`src/mbd_pkg.sv`:
```
/*
 * Shared constants, types and helper functions for the bank-mode sequencer.
 * Assumes a controller on a single-beat memory-mapped bus that has up to four
 * banks and a configuration register block at its own separate base address.
 */
package mbd_pkg;

    ////////////////////////////////////////////////////////////////////////////
    // Widths and bank map
    localparam int ADDR_W = 32;
    localparam int DATA_W = 64;
    localparam int STRB_W = 8;
    localparam int BANK_MAX = 4;
    localparam int BANK_NUM = 4;

    localparam logic [BANK_MAX-1:0][ADDR_W-1:0] BANK_BASE = {
        32'h6300_0000, 32'h6200_0000, 32'h6100_0000, 32'h6000_0000
    };
    localparam logic [BANK_MAX-1:0][ADDR_W-1:0] BANK_HIGH = {
        32'h63ff_ffff, 32'h62ff_ffff, 32'h61ff_ffff, 32'h60ff_ffff
    };

    ////////////////////////////////////////////////////////////////////////////
    // Controller register map, seen from outside
    localparam logic [ADDR_W-1:0] REG_BASE = 32'h4000_0000;
    localparam logic [ADDR_W-1:0] CFG_REG_OFFSET = 32'h0000_0010;
    localparam int CFG_REG_SHIFT = 2;
    localparam logic [31:0] CFG_RESET = 32'h0000_0024;
    localparam int CFG_COPY_BIT = 31;
    localparam int CFG_SYNC_BIT = 30;
    localparam logic [31:0] CFG_MODE_BITS = (32'h1 << CFG_COPY_BIT) | (32'h1 << CFG_SYNC_BIT);

    ////////////////////////////////////////////////////////////////////////////
    // Flash read configuration word
    localparam logic [ADDR_W-1:0] FLASH_RCR_ADDR = 32'h0000_284f;
    localparam int RCR_SYNC_READ_BIT = 15;
    localparam logic [ADDR_W-1:0] FLASH_RCR_ASYNC_ADDR =
        FLASH_RCR_ADDR & ~(32'h1 << RCR_SYNC_READ_BIT);
    localparam logic [31:0] FLASH_SWITCH_DATA = 32'h0003_0060;

    ////////////////////////////////////////////////////////////////////////////
    // Types
    typedef enum logic [1:0] {
        SZ_BYTE = 2'h0,
        SZ_HALF = 2'h1,
        SZ_WORD = 2'h2,
        SZ_DWORD = 2'h3
    } mbd_size_t;

    typedef enum logic [1:0] {
        OP_READ = 2'h0,
        OP_WRITE = 2'h1,
        OP_TO_SYNC = 2'h2,
        OP_TO_ASYNC = 2'h3
    } mbd_op_t;

    typedef struct packed {
        logic valid;
        logic we;
        logic [ADDR_W-1:0] addr;
        mbd_size_t size;
        logic [STRB_W-1:0] strb;
        logic [DATA_W-1:0] wdata;
    } mbd_dev_req_t;

    typedef struct packed {
        logic ack;
        logic err;
        logic [DATA_W-1:0] rdata;
    } mbd_dev_rsp_t;

    typedef struct packed {
        mbd_op_t op;
        logic [1:0] bank;
        logic [ADDR_W-1:0] addr;
        mbd_size_t size;
        logic [DATA_W-1:0] wdata;
    } mbd_cmd_t;

    typedef struct packed {
        logic valid;
        logic err;
        logic [DATA_W-1:0] rdata;
    } mbd_rsp_t;

    ////////////////////////////////////////////////////////////////////////////
    // Helpers
    function automatic logic [DATA_W-1:0] size_mask(input mbd_size_t sz);
        unique case (sz)
            SZ_BYTE: size_mask = 64'h0000_0000_0000_00ff;
            SZ_HALF: size_mask = 64'h0000_0000_0000_ffff;
            SZ_WORD: size_mask = 64'h0000_0000_ffff_ffff;
            SZ_DWORD: size_mask = 64'hffff_ffff_ffff_ffff;
        endcase
    endfunction

    function automatic logic [STRB_W-1:0] lane_strb(input mbd_size_t sz, input logic [2:0] off);
        logic [STRB_W-1:0] base;
        unique case (sz)
            SZ_BYTE: base = 8'h01;
            SZ_HALF: base = 8'h03;
            SZ_WORD: base = 8'h0f;
            SZ_DWORD: base = 8'hff;
        endcase
        lane_strb = base << off;
    endfunction

    function automatic logic [DATA_W-1:0] lane_put(input logic [DATA_W-1:0] d,
                                                   input logic [2:0] off);
        lane_put = d << {off, 3'h0};
    endfunction

    function automatic logic [DATA_W-1:0] lane_get(input logic [DATA_W-1:0] d,
                                                   input logic [2:0] off,
                                                   input mbd_size_t sz);
        lane_get = (d >> {off, 3'h0}) & size_mask(sz);
    endfunction

    function automatic logic window_ok(input logic [ADDR_W-1:0] base,
                                       input logic [ADDR_W-1:0] high);
        logic [ADDR_W-1:0] span;
        span = base ^ high;
        window_ok = ((span & (span + 32'h1)) == 32'h0) && ((base & span) == 32'h0)
            && ((high & span) == span);
    endfunction

    function automatic logic [ADDR_W-1:0] cfg_addr(input logic [1:0] bank);
        cfg_addr = REG_BASE + CFG_REG_OFFSET + (32'(bank) << CFG_REG_SHIFT);
    endfunction

endpackage

```
`src/mbd_bank_decode.sv`:
```
/*
 * Bank decoder: finds which configured bank window holds a host address.
 * Assumes the bank map in the package; a bank whose window is not a
 * power-of-two size aligned to itself is never matched.
 */
`timescale 1ns/1ps
module mbd_bank_decode import mbd_pkg::*; (
    input wire logic [ADDR_W-1:0] addr,
    output logic hit,
    output logic [1:0] bank
);

    always_comb begin
        hit = 1'b0;
        bank = 2'h0;
        for (int i = 0; i < BANK_NUM; i++) begin
            // A malformed window is skipped rather than half-decoded
            if (!hit && window_ok(BANK_BASE[i], BANK_HIGH[i]) &&
                addr >= BANK_BASE[i] && addr <= BANK_HIGH[i]) begin
                hit = 1'b1;
                bank = 2'(i);
            end
        end
    end

endmodule

```
`src/mbd_mode_host.sv`:
```
/*
 * Host-side sequencer for an external memory controller: passes user memory
 * accesses to the controller's bus and runs the flash async/sync read switch
 * by writing the per-bank mode configuration and the flash read config word.
 * Assumes a single-beat controller bus that holds each request until ack.
 */
// Notes on behaviour
// - Flash read config word is reached at flash register address 0x284F.
// - Sync burst mode uses only the one prescribed read config pattern.
// - Set bank config bits 31 and 30 before reprogramming the flash.
// - Mode switch is one single-beat word write of 0x0003_0060.
// - No read config value other than the prescribed pattern is ever sent.
// - Going async, clear flash bit 15 first, then config bits 31 and 30.
// - Bank windows are power-of-two sized and aligned to their size.
// - Every memory access lies inside one bank's window.
// - Sync flash with sync SRAM: SRAM wait input left unconnected.
// - Sync flash with async memories: their wait input left unconnected.
`timescale 1ns/1ps
module mbd_mode_host import mbd_pkg::*; (
    input wire logic core_clk,
    input wire logic reset,
    input wire logic cmd_valid,
    input wire mbd_cmd_t cmd,
    output logic cmd_ready,
    output mbd_rsp_t user_rsp,
    output logic [BANK_MAX-1:0] bank_sync,
    output mbd_dev_req_t dev_req,
    input wire mbd_dev_rsp_t dev_rsp
);

    ////////////////////////////////////////////////////////////////////////////
    // State

    typedef enum logic [4:0] {
        ST_IDLE = 5'h01,
        ST_MEM = 5'h02,
        ST_CFG_SET = 5'h04,
        ST_RCR_WR = 5'h08,
        ST_CFG_CLR = 5'h10
    } mbd_state_e_t;

    typedef struct packed {
        mbd_state_e_t st;
        mbd_dev_req_t req;
        mbd_rsp_t rsp;
        logic ready;
        mbd_op_t op;
        logic [1:0] bank;
        logic [2:0] lane;
        mbd_size_t size;
        logic err;
        logic [BANK_MAX-1:0][31:0] cfg;
        logic [BANK_MAX-1:0] sync;
    } mbd_host_state_t;

    localparam mbd_host_state_t ST_RESET = '{
        st: ST_IDLE,
        req: '0,
        rsp: '0,
        ready: 1'b1,
        op: OP_READ,
        bank: 2'h0,
        lane: 3'h0,
        size: SZ_BYTE,
        err: 1'b0,
        cfg: {BANK_MAX{CFG_RESET}},
        sync: '0
    };

    mbd_host_state_t s_q;
    mbd_host_state_t s_d;
    logic dec_hit;
    logic [1:0] dec_bank;
    logic acked;

    mbd_bank_decode u_decode (
        .addr(cmd.addr),
        .hit(dec_hit),
        .bank(dec_bank)
    );

    assign acked = s_q.req.valid && dev_rsp.ack;

    ////////////////////////////////////////////////////////////////////////////
    // Bus request builder

    function automatic mbd_dev_req_t make_req(input logic we,
                                              input logic [ADDR_W-1:0] addr,
                                              input mbd_size_t sz,
                                              input logic [DATA_W-1:0] d);
        mbd_dev_req_t r;
        r.valid = 1'b1;
        r.we = we;
        r.addr = addr;
        r.size = sz;
        r.strb = lane_strb(sz, addr[2:0]);
        r.wdata = we ? lane_put(d, addr[2:0]) : '0;
        make_req = r;
    endfunction

    // Flash config write always carries the fixed command word as one beat;
    // the controller, not this block, turns it into two halfword cycles.
    function automatic mbd_dev_req_t rcr_req(input logic [1:0] bank,
                                             input logic [ADDR_W-1:0] flash_read_config_word);
        mbd_dev_req_t r;
        r = make_req(1'b1, BANK_BASE[bank] | flash_read_config_word, SZ_WORD,
                     {32'h0, FLASH_SWITCH_DATA});
        // The register address is odd: placing by its low bits would push the
        // upper halfword off the bus, so the word keeps its aligned lanes
        r.strb = lane_strb(SZ_WORD, {r.addr[2], 2'h0});
        r.wdata = lane_put({32'h0, FLASH_SWITCH_DATA}, {r.addr[2], 2'h0});
        rcr_req = r;
    endfunction

    ////////////////////////////////////////////////////////////////////////////
    // Sequencer

    always_comb begin
        s_d = s_q;
        s_d.rsp.valid = 1'b0;
        unique case (s_q.st)
            ST_IDLE: begin
                if (cmd_valid && s_q.ready) begin
                    s_d.op = cmd.op;
                    s_d.lane = cmd.addr[2:0];
                    s_d.size = cmd.size;
                    s_d.err = 1'b0;
                    s_d.ready = 1'b0;
                    unique case (cmd.op)
                        OP_READ, OP_WRITE: begin
                            if (dec_hit) begin
                                s_d.bank = dec_bank;
                                s_d.req = make_req(cmd.op == OP_WRITE, cmd.addr,
                                                   cmd.size, cmd.wdata);
                                s_d.st = ST_MEM;
                            end else begin
                                // Outside every window: never put on the bus
                                s_d.rsp.valid = 1'b1;
                                s_d.rsp.err = 1'b1;
                                s_d.rsp.rdata = '0;
                                s_d.ready = 1'b1;
                            end
                        end
                        OP_TO_SYNC: begin
                            s_d.bank = cmd.bank;
                            if (32'(cmd.bank) >= BANK_NUM) begin
                                s_d.rsp = '{valid: 1'b1, err: 1'b1, rdata: '0};
                                s_d.ready = 1'b1;
                            end else begin
                                s_d.req = make_req(1'b1, cfg_addr(cmd.bank), SZ_WORD,
                                    {32'h0, s_q.cfg[cmd.bank] | CFG_MODE_BITS});
                                s_d.st = ST_CFG_SET;
                            end
                        end
                        OP_TO_ASYNC: begin
                            s_d.bank = cmd.bank;
                            if (32'(cmd.bank) >= BANK_NUM) begin
                                s_d.rsp = '{valid: 1'b1, err: 1'b1, rdata: '0};
                                s_d.ready = 1'b1;
                            end else begin
                                // Flash goes back first while the copy bit still stands
                                s_d.req = rcr_req(cmd.bank, FLASH_RCR_ASYNC_ADDR);
                                s_d.st = ST_RCR_WR;
                            end
                        end
                    endcase
                end
            end
            ST_MEM: begin
                if (acked) begin
                    s_d.req.valid = 1'b0;
                    s_d.rsp.valid = 1'b1;
                    s_d.rsp.err = dev_rsp.err;
                    s_d.rsp.rdata = s_q.req.we ? '0
                        : lane_get(dev_rsp.rdata, s_q.lane, s_q.size);
                    s_d.ready = 1'b1;
                    s_d.st = ST_IDLE;
                end
            end
            ST_CFG_SET: begin
                if (acked) begin
                    s_d.cfg[s_q.bank] = s_q.cfg[s_q.bank] | CFG_MODE_BITS;
                    s_d.err = s_q.err | dev_rsp.err;
                    s_d.req = rcr_req(s_q.bank, FLASH_RCR_ADDR);
                    s_d.st = ST_RCR_WR;
                end
            end
            ST_RCR_WR: begin
                if (acked) begin
                    s_d.err = s_q.err | dev_rsp.err;
                    if (s_q.op == OP_TO_SYNC) begin
                        s_d.req.valid = 1'b0;
                        s_d.sync[s_q.bank] = 1'b1;
                        s_d.rsp = '{valid: 1'b1, err: s_q.err | dev_rsp.err, rdata: '0};
                        s_d.ready = 1'b1;
                        s_d.st = ST_IDLE;
                    end else begin
                        // Only now may the controller's mode bits drop
                        s_d.req = make_req(1'b1, cfg_addr(s_q.bank), SZ_WORD,
                            {32'h0, s_q.cfg[s_q.bank] & ~CFG_MODE_BITS});
                        s_d.st = ST_CFG_CLR;
                    end
                end
            end
            ST_CFG_CLR: begin
                if (acked) begin
                    s_d.req.valid = 1'b0;
                    s_d.cfg[s_q.bank] = s_q.cfg[s_q.bank] & ~CFG_MODE_BITS;
                    s_d.sync[s_q.bank] = 1'b0;
                    s_d.rsp = '{valid: 1'b1, err: s_q.err | dev_rsp.err, rdata: '0};
                    s_d.ready = 1'b1;
                    s_d.st = ST_IDLE;
                end
            end
            default: begin
                // Corrupted state code: drop the bus request and recover
                s_d = ST_RESET;
                s_d.cfg = s_q.cfg;
                s_d.sync = s_q.sync;
            end
        endcase
    end

    always_ff @(posedge core_clk or posedge reset) begin
        if (reset) begin
            s_q <= ST_RESET;
        end else begin
            s_q <= s_d;
        end
    end

    ////////////////////////////////////////////////////////////////////////////
    // Outputs, all straight from the state register
    // No wait input exists here, so nothing of the memory wait line is touched

    assign cmd_ready = s_q.ready;
    assign user_rsp = s_q.rsp;
    assign bank_sync = s_q.sync;
    assign dev_req = s_q.req;

endmodule

```
`config.mk`:
```
export PLATFORM = sky130hd
export DESIGN_NAME = mbd_mode_host
export DESIGN_NICKNAME = d
export VERILOG_FILES = /design/src/mbd_pkg.sv /design/src/mbd_bank_decode.sv /design/src/mbd_mode_host.sv
export SDC_FILE = /design/constraint.sdc
export NUM_CORES = 1
export LEC_CHECK = 0
export ABC_AREA = 0
export ABC_CLOCK_PERIOD_IN_PS = 12400
export BUFFER_PORTS_ARGS = -buffer_cell sky130_fd_sc_hd__buf_2
export CAP_MARGIN = 20
export CORE_UTILIZATION = 50
export DETAILED_ROUTE_END_ITERATION = 8
export MAX_ROUTING_LAYER = met4
export PLACE_DENSITY = 0.73
export REMOVE_ABC_BUFFERS = 1
export SETUP_SLACK_MARGIN = 0.15
export SKIP_LAST_GASP = 1
export SLEW_MARGIN = 20
export SYNTH_ARGS = -nofsm -noshare
export SYNTH_HDL_FRONTEND = slang
export SYNTH_HIERARCHICAL = 1
export SYNTH_SLANG_ARGS = --single-unit
```
`constraint.sdc`:
```
create_clock -name core_clk -period 12.4 [get_ports core_clk]
set_input_delay 1.24 -clock core_clk [delete_from_list [all_inputs] [get_ports core_clk]]
set_output_delay 1.24 -clock core_clk [all_outputs]
set_load 0.01 [all_outputs]
```
* Word-level counts from Yosys, hierarchy flattened *
Cells that the tools add are included.

word-level totals
  flip-flop bits (word level) = 322
  input port bits = 171
  output and inout port bits = 179
  word-level logic and storage cells = 170

operators by class
  $add $sub $neg = 2
  order comparisons = 11
  equal/unequal tests = 26
  shift operators = 7
  mux-type cells = 64
  bitwise gates (word level) = 8
  reduce and logical (&&, ||, !) cells = 31

operators by type and width
  operator                 count
  $pmux W107 S4            1
  $pmux W113 S3            1
  $mux W67                 5
  $pmux W67 S5             1
  $bmux W32 S2             4
  $bwmux W128              2
  $mux W64                 4
  $pmux W128 S2            1
  $pmux W64 S4             1
  $mux W113                2
  $mux W190                1
  $mux W180                1
  $mux W132                1
  $mux W129                1
  $ge A32 B31 Y1 const B   4
  $le A32 B31 Y1 const B   4
  $mux W107                1
  $mux W32                 3
  $mux W8                  10
  $add A31 B4 Y32 const A  2
  $and A64 B64 Y64         1
  $demux W32 S2            1
  $shl A30 B6 Y64          1
  $shl A32 B6 Y64          1
  44 further kinds         95

* Depth between registers and ports, before layout *
Gate-level depths: netlist of run 1.

  depth in word-level cells = 24
  mapped depth = 11

* Modules after synthesis *
The synthesis of run 1 kept the hierarchy.

by module, submodules not included
  module           times used  cells an instance  area an instance (um^2)  seq. area each (um^2)
  mbd_mode_host    1           1708               18121.1                  7870.0
  mbd_bank_decode  1           4                  50.0                     0.0

* Worst setup path after synthesis of run 1 *
Ideal clock, no wire load.

  path type = in2reg
  start = input cmd[94] in the netlist's numbering
  end = register s_q (netlist bit dev_req[59])
  library setup time = 121 ps
  arrival time = 3080 ps
  required time = 12279 ps
  path slack = 9199 ps
  cell stages on the path = 10
  path buffers = 4
  cell sequence = nand4bb_4 > nor3_1 > or2_1 > clkbuf_1 > a311oi_4 > a2111o_1 > buf_4 > buf_6 > buf_2 > a22o_1

on the way
  word-level cells in the longest chain between the ends = 17
  elaborated cells between the ends (all ways) = 24

ends and longest elaborated chain
  element                                                  line                   RTL
  start, declared                                          mbd_mode_host.sv:23    input wire mbd_cmd_t cmd,
  $ge A32 B31 Y1 / $le A32 B31 Y1 (equally long branches)  mbd_bank_decode.sv:19  addr >= BANK_BASE[i] && addr <= BANK_HIGH[i]) begin
  $logic_and A1 B1 Y1                                      mbd_bank_decode.sv:19
  $mux W1                                                  mbd_bank_decode.sv:18  if (!hit && window_ok(BANK_BASE[i], BANK_HIGH[i]) &&
  $logic_not A1 Y1                                         mbd_bank_decode.sv:18
  $logic_and A1 B1 Y1                                      mbd_bank_decode.sv:18
  $logic_and A1 B1 Y1                                      mbd_bank_decode.sv:19
  $mux W1                                                  mbd_bank_decode.sv:18
  $logic_not A1 Y1                                         mbd_bank_decode.sv:18
  [2 not listed]                                           -
  $mux W1                                                  mbd_bank_decode.sv:18
  $logic_not A1 Y1                                         mbd_bank_decode.sv:18
  $logic_and A1 B1 Y1                                      mbd_bank_decode.sv:18
  $logic_and A1 B1 Y1                                      mbd_bank_decode.sv:19
  $mux W1 *                                                mbd_bank_decode.sv:18
  named net dec_hit                                        mbd_mode_host.sv:72    logic dec_hit;
  $ne A3 B3 Y1 (no source line) *                          -
  $reduce_and A6 Y1 (no source line) *                     -
  end signal, assigned                                     mbd_mode_host.sv:226   s_q <= ST_RESET;
  end signal, assigned                                     mbd_mode_host.sv:228   s_q <= s_d;
  end, declared                                            mbd_mode_host.sv:70    mbd_host_state_t s_q;

Mark *: on every way through the listed nets, which the timed path passes. The rest lies on a longest branch.
A chain may end at the register's enable or synchronous reset.

* Final worst setup path of run 1 *
  start = input cmd[101] in the netlist's numbering
  end = register s_q (netlist bit dev_req[53])

on the way
  word-level cells in the longest chain between the ends = 6
  elaborated cells between the ends (all ways) = 12

ends and longest elaborated chain
  element        line                                        RTL
  $eq A2 B1 Y1   mbd_mode_host.sv:129, mbd_mode_host.sv:133
  $mux W64       mbd_mode_host.sv:97                         r.wdata = we ? lane_put(d, addr[2:0]) : '0;
  $mux W113      mbd_mode_host.sv:131                        if (dec_hit) begin
  $pmux W113 S3  mbd_mode_host.sv:129                        unique case (cmd.op)
  $mux W190      mbd_mode_host.sv:123                        if (cmd_valid && s_q.ready) begin
  $pmux W107 S4  mbd_mode_host.sv:121                        unique case (s_q.st)

Several ways; a longest one is shown, not always the timed one. The select of a mux whose other input is x is not followed.

==> results of run 1 <==
-- synthesized netlist by cell type (3+ instances only) --
cell | instances | area, um^2
a22o_1 | 77 | 674
a21oi_1 | 80 | 400
a21o_1 | 4 | 30.0
dfrtp_1 | 304 | 7610
a221o_1 | 6 | 60.1
dfstp_2 | 10 | 263
a222oi_1 | 5 | 50.1
o21ai_0 | 83 | 415
inv_1 | 10 | 37.5
o21ai_1 | 5 | 25.0
nor2_1 | 60 | 225
nand3_1 | 31 | 155
clkbuf_1 | 174 | 653
buf_6 | 5 | 56.3
nor3_2 | 4 | 40.0
buf_2 | 43 | 215
a211o_1 | 9 | 78.8
o31ai_1 | 4 | 30.0
nand2_1 | 125 | 469
a221oi_1 | 20 | 175
nor3b_1 | 3 | 22.5
mux4_2 | 84 | 1890
nand2b_1 | 11 | 68.8
and3_1 | 8 | 50.1
buf_4 | 186 | 1400
o22ai_1 | 12 | 75.1
o211ai_1 | 3 | 22.5
mux2i_1 | 109 | 1090
a22oi_1 | 15 | 113
a211oi_1 | 31 | 233
a31oi_1 | 9 | 56.3
nor3_1 | 29 | 145
mux2_2 | 23 | 259
nand3b_1 | 3 | 22.5
nor2b_1 | 17 | 106
a32oi_1 | 5 | 43.8
buf_1 | 17 | 63.8
o2bb2ai_1 | 46 | 403
-- routing by layer --
layer	track usage, %	routed length [um]	share of wire, %
met4	12.3	2140	4.0
met2	45.2	25100	47
met3	7.75	5830	11
met5	-	0	0
met1	37.3	20600	38
-- stage by stage --
step,std cells,util (%),setup slack [ps]
floorplan,1287,-,2490
finish,2187,54.7,7900
global route,2184,54.7,7740
detailed placement,2122,51.4,7470
global placement,2121,51.4,7540
CTS,2184,54.7,8010
-- cell families (layout without fill, tap and decap cells) --
family | after synthesis | after routing | share of synthesized area (%)
xor gates and xnor gates | 2 | 2 | 0.0964
AOI/OAI and AO/OA | 432 | 432 | 17.0
and+or+nand+nor | 312 | 312 | 8.43
DFF | 314 | 314 | 43.3
buffers and inverters | 436 | 447 | 13.4
other | 0 | 3 | 0
muxes | 216 | 216 | 17.8
-- power groups by stage --
stage | registers, W | clock network, W | logic [W]
3_5_place_dp | 0.00104 | 0 | 0.000167
2_1_floorplan | 0.00104 | 0 | 0.0000802
4_1_cts | 0.00102 | 0.00108 | 0.000168
3_3_place_gp | 0.00104 | 0 | 0.000164
5_1_grt | 0.00102 | 0.00112 | 0.000184
6_report | 0.00102 | 0.00107 | 0.000170
-- final timing paths --
path,to,slack [ps],cells past startpoint
max in group asynchronous,s_q[135]$_DFFE_PP0P_,10010,3
min in group asynchronous,dev_req[86]$_DFFE_PP0P_,860,2
max,dev_req[53]$_DFFE_PP0P_,7900,8
min,register,370,0
min reg2reg,register,370,0
max reg2reg,dev_req[53]$_DFFE_PP0P_,8100,6
-- cell type report --
cell class / instances / area, um^2
Clock buffer: 52 / 1020
Fill cell: 3102 / 16100
Inverter: 11 / 48.8
Antenna cell: 3 / 7.51
Sequential cell: 314 / 7880
Multi-Input combinational cell: 962 / 7910
Tap cell: 461 / 577
Clock inverter: 10 / 139
Timing Repair Buffer: 374 / 1940
==> impl_results.md, run 1 <==
* Fmax at 0.222 GHz
* RSZ-0062 raised after global routing: no
* CP bufs+invs at 3
* DP HPWL at 35,800 um
* GRT Total Usage at 29.6%
* Sink Count at 314
* Final net count at 1,870
* Die W at 193 um
* Worst slew pin tran at 1250 ps
* Die Ht at 193 um
* CTS Buf Count at 36
* Min Hold Slack at 371 ps
* Most common cell after layout, fill and taps aside: buf_2
* Final period util at 36.3%
* Largest net degree at the start of global routing at 113
* Endpoint class of the critical path: register
* Worst path required time at 12,810 ps
* Endpoints failing setup at 0
* P_leak at 9.20 nW
* DRT iter0 DRCs at 1,131
* P_sw at 0.000535 W
* Worst path max stage delay at 870 ps
* Row cnt at 69
* Worst R2R Start: s_q[318]$_DFFE_PP0P_
* Initial antenna violation count at 0
* # hold bufs at CTS at 0
* Post CTS Setup Buffer Count at 0
* # IOs at 350
* # port buffers at 349
* PwrDens at 116 mW/mm^2
* GR Overflow Total at 0
* Most frequent cells in the layout: buf_2, dfrtp_1, nand2_1
* Number of synthesized flops with an enable pin at 0
* Fin. max-slew vios at 0
* Post-place instance area at 0.0183 mm^2
* First-pass GRT wire length at 80,500 um
* Failing checks: DRC
* H-tree depth at 2
* Critical path launch point: cmd[101]
* Mapped cell area at 0.0182 mm^2
* Antenna-violating nets left at 0
* Post-Route WL at 53,700 um
* Hold Fails Final Rpt at 0
* Total power at 0.00226 W
* Starting Density at 51.0%
* CP max FO at 87
* Seq pwr share at 45.3%
* Sw frac at 23.6%
* CP max stage cell: buf_4
* Share of layout cells above drive strength 1 at 33.1%
* Netlist cell types at 71
* CTS resizes at 0
* Type of origin of the critical path: input port
* Crit path time final at 4500 ps
* Vias/cell at 6.29
* Clock Power Share at 47.1%
* Combinational fraction of design power at 7.5%
* Hold WC Path Type: reg2reg
* Final std cell area, no fill at 0.0195 mm^2
* CTS Buffer Depth at 3
* Ys flop type: dfrtp_1
* Internal power at 0.00173 W
* Setup TNS Final at 0 ps
* Worst path top cell family by delay: compound AO/OA/AOI/OAI gates
* Avg Cell Area, Syn at 10.6 um^2
* Area Overhead vs Synth at 7.40%
* Remaining DRCs at 118
* Critical Path, Cell by Cell: buf_2 -> buf_4 -> or2_1 -> a311oi_4 -> a2111o_2 -> buf_4 -> nor2_2 -> a221o_1
* Number of global-route vias before repair at 13,500
* Setup CP Type: in2reg
* Yosys warns at 6
* TritonRoute pass-1 iters at 7
* Clock Skews at 20.8 ps
* Via count at 13,800
* Register area share after synthesis at 43.3%
* Post-Synthesis Cells at 1,712
* Status: finished with violations
* Die ar. at 0.0371 mm^2
* Routability congestion estimate at 0.926
* Core box area at 0.0357 mm^2
* MaxCap Viol Count at 0
* TritonCTS clock tree: done
* Worst Path Arrival at 4900 ps
* Clk root buf: clkbuf_16
* Async set-reset flop share out of synthesis at 100%
* DR WL/cell at 24.5 um
* Worst-skew pair later-pin latency at 540 ps
* #FFs+latches synth at 314
* VDD IR max at 78.2 uV
* Clock slew at reported path FFs at 60 ps
* Top cell by count, worst path: buf_4
* Slew HR at 16.6%
No activity file was read; power rests on OpenSTA's default activity.
==> run 2, diff against run 1 <==
--- a/config.mk
+++ b/config.mk
@@ -5,8 +5,8 @@
 export SDC_FILE = /design/constraint.sdc
 export NUM_CORES = 1
 export LEC_CHECK = 0
-export ABC_AREA = 0
-export ABC_CLOCK_PERIOD_IN_PS = 12400
+export ABC_AREA = 1
+export ABC_CLOCK_PERIOD_IN_PS = 4400
 export BUFFER_PORTS_ARGS = -buffer_cell sky130_fd_sc_hd__buf_2
 export CAP_MARGIN = 20
 export CORE_UTILIZATION = 50
==> constraint.sdc (replaced) <==
create_clock -name core_clk -period 4.4 [get_ports core_clk]
set_input_delay 0.44 -clock core_clk [delete_from_list [all_inputs] [get_ports core_clk]]
set_output_delay 0.44 -clock core_clk [all_outputs]
set_load 0.01 [all_outputs]
==> run 2 against run 1 <==
Against the previous run: the run now ends clean; sequential cell count stayed put; power grew to 4.5 times the previous value; area after synthesis is 6.4% higher; first-iteration DRC count is 80% higher; global-route usage is 1.7 points higher; largest power group is now combinational cells; highest routed layer unchanged.
==> impl_results.md, run 2 <==
* Status: finished clean (was finished with violations)
* Reg area at 0.00787 mm^2 (was 0.00788 mm^2)
* GRT Total Usage at 31.3% (was 29.6%)
* R2R setup slack at 1560 ps (was 8100 ps)
* H-tree depth at 2 (unchanged)
* Largest net degree at the start of global routing at 101 (was 113)
* Slew HR at 24.2% (was 16.6%)
* Worst-skew pair later-pin latency at 550 ps (was 540 ps)
* Ys flop type: dfrtp_1 (unchanged)
* Post CTS Setup Buffer Count at 0 (unchanged)
* Netlist cell types at 34 (was 71)
* VDD IR max at 541 uV (was 78.2 uV)
* Hold WC Path Type: in2async (was reg2reg)
* Area Overhead vs Synth at 6.76% (was 7.40%)
* FILL cells at 3,643 (was 3,102)
* RSZ-0062 raised after global routing: no (unchanged)
* GR Overflow Total at 0 (unchanged)
* Yosys warns at 6 (unchanged)
* Most frequent cells in the layout: nand2_1, buf_2, nand3_1 (was buf_2, dfrtp_1, nand2_1)
* Hold Fails Final Rpt at 0 (unchanged)
* Clock Skews at 19.2 ps (was 20.8 ps)
* Non-filler instance count after layout at 3,306 (was 2,187)
* Share of layout cells above drive strength 1 at 18.1% (was 33.1%)
* Synth top area share at 39.4% (was 41.9%)
* Starting Density at 51.1% (was 51.0%)
* # hold bufs at CTS at 0 (unchanged)
* P_leak at 11.5 nW (was 9.20 nW)
* Clk root buf: clkbuf_16 (unchanged)
* Endpoints failing setup at 0 (unchanged)
* Most common cell after layout, fill and taps aside: nand2_1 (was buf_2)
* Fmax at 0.353 GHz
* Endpoint class of the critical path: register (unchanged)
* Top-count cell post-synth: nand2_1 (was dfrtp_1)
* Final period util at 64.5%
* Mapped cell area at 0.0193 mm^2 (was 0.0182 mm^2)
* CTS Buf Count at 35 (was 36)
* Die W at 199 um (was 193 um)
* MaxCap Viol Count at 0 (unchanged)
* DP HPWL at 39,900 um (was 35,800 um)
* CP max FO at 67 (was 87)
* # port buffers at 349 (unchanged)
* Fin. max-slew vios at 0 (unchanged)
* Number of synthesized flops with an enable pin at 0 (unchanged)
* FF-to-FF End: user_rsp[34]$_DFFE_PP0P_ (was dev_req[53]$_DFFE_PP0P_)
* Die Ht at 199 um (was 193 um)
* Area leader, netlist: dfrtp_1 (unchanged)
* CTS resizes at 0 (unchanged)
* Initial antenna violation count at 1 (was 0)
* Register area share after synthesis at 40.7% (was 43.3%)
* TritonRoute pass-1 iters at 6 (was 7)
* Setup CP Type: reg2reg (was in2reg)
* CTS Buffer Depth at 3 (unchanged)
* Post-Route WL at 60,200 um (was 53,700 um)
* DR WL/cell at 18.2 um (was 24.5 um)
* Async set-reset flop share out of synthesis at 100% (unchanged)
* Vias/cell at 5.58 (was 6.29)
* Routability congestion estimate at 0.920 (was 0.926)
* Clock slew at reported path FFs at 60 ps (about the same)
* Worst path required time at 4820 ps (was 12,810 ps)
* Number of global-route vias before repair at 17,500 (was 13,500)
* Multi-input logic area at 0.00861 mm^2 (was 0.00791 mm^2)
* Largest cells by area after synthesis: dfrtp_1, nand2_1, nand3_1, buf_4, clkbuf_1 (was dfrtp_1, mux4_2, buf_4, mux2i_1, a22o_1)
* DRT iter0 DRCs at 2,032 (was 1,131)
* Post-Synthesis Cells at 2,814 (was 1,712)
* Via count at 18,500 (was 13,800)
* Final net count at 2,939 (was 1,870)
* TritonCTS clock tree: done (unchanged)
* Avg Cell Area, Syn at 6.87 um^2 (was 10.6 um^2)
* Worst slew pin tran at 1140 ps (was 1250 ps)
* Type of origin of the critical path: register (was input port)
* Antenna-violating nets left at 0 (unchanged)
* Most frequent cells after synthesis: nand2_1, nand3_1, dfrtp_1 (was dfrtp_1, buf_4, clkbuf_1)
* Die ar. at 0.0394 mm^2 (was 0.0371 mm^2)
* Sink Count at 314 (unchanged)
* Min Hold Slack at 18.0 ps (was 371 ps)
* Remaining DRCs at 0 (was 118)
* Worst Path Arrival at 3260 ps (was 4900 ps)
* Crit path time final at 2840 ps
* PwrDens at 497 mW/mm^2 (was 116 mW/mm^2)
* # IOs at 350 (unchanged)
* Reg2reg path depth at 7 (was 6)
* Core box area at 0.0378 mm^2 (was 0.0357 mm^2)
* Worst R2R Start: dev_req[107]$_DFFE_PP0P_ (was s_q[318]$_DFFE_PP0P_)
* #FFs+latches synth at 314 (unchanged)
* Row cnt at 71 (was 69)
* Placed cells at 3,242 (was 2,122)
* First-pass GRT wire length at 93,900 um (was 80,500 um)
[run 2: changes by cell type after synthesis, moves of 30 or more]
| cell | before | now |
|---|---|---|
| nand2_1 | 125 | 1213 |
| inv_1 | 10 | 68 |
| a21oi_1 | 80 | 38 |
| a211oi_1 | 31 | 1 |
| o2bb2ai_1 | 46 | 0 |
| a22o_1 | 77 | 3 |
| o21ai_0 | 83 | 134 |
| mux4_2 | 84 | 0 |
| nand3_1 | 31 | 333 |
| mux2i_1 | 109 | 11 |
| nand4_1 | 0 | 32 |
[run 2: logic make-up (layout without fill, tap and decap cells)]
| group | after synthesis | after routing | synth area share [%] |
|---|---|---|---|
| other | 0 | 1 | 0 |
| buffers and inverters | 542 | 522 | 15.0 |
| muxes | 11 | 11 | 0.570 |
| DFF | 314 | 314 | 40.7 |
| AOI/OAI and AO/OA | 247 | 247 | 7.19 |
| and+or+nand+nor | 1700 | 1700 | 36.5 |
[run 2: power by group]
part	switching, W	total [W]	internal, W
registers	0.000198	0.00336	0.00316
clock network	0.00124	0.00310	0.00186
logic	0.00282	0.00380	0.000987
[run 2: through the flow]
step / worst slack [ps] / instance area (um^2) / TNS (ps) / total power [W] / util, %
detailed placement: 1560 / 19400 / 0 / 0.00715 / 51.3
global route: 1380 / 20600 / 0 / 0.0108 / 54.5
CTS: 1610 / 20600 / 0 / 0.0103 / 54.5
finish: 1560 / 20600 / 0 / 0.0103 / 54.5
global placement: 1600 / 19400 / 0 / 0.00712 / 51.3
floorplan: -4710 / 16700 / -1461760 / 0.00567 / -
[run 2: worst max-delay path, cell delays in order (launching register included)]
cell,delay (ps)
dfrtp_1,390
nand2_1,350
inv_2,450
o21ai_1,180
inv_2,100
nand4_4,740
nand2_1,330
nand2_1,80
[run 2: worst max-delay path by stage]
stage,start,to,depth (start not counted)
after floorplan,reset,async pin,1
after global placement,dev_rsp[65],user_rsp[65]$_DFF_PP0_,7
after detailed placement,dev_rsp[65],user_rsp[65]$_DFF_PP0_,7
after CTS,s_q[317]$_DFFE_PP1P_,user_rsp[65]$_DFF_PP0_,6
after global routing,dev_req[107]$_DFFE_PP0P_,user_rsp[34]$_DFFE_PP0P_,7
final,dev_req[107]$_DFFE_PP0P_,user_rsp[34]$_DFFE_PP0P_,7
[run 2: routing by layer]
metal	vias up	part of all wire [%]	track usage [%]
met5	-	0	-
met1	8563	41	40.5
met4	0	3.5	13.5
met2	1118	45	47.3
li1	8637	-	-
met3	146	11	6.60
[run 2: area by class of cell]
type                    count  share of cell area, %
clock buffers              49                   4.94
clock inverters            14                  0.897
inverters                  83                   1.56
multi-input cells        1958                   41.7
flip-flops and latches    314                   38.1
repair buffers            376                   9.63
diodes                      1                 0.0121
well taps                 511                   3.10
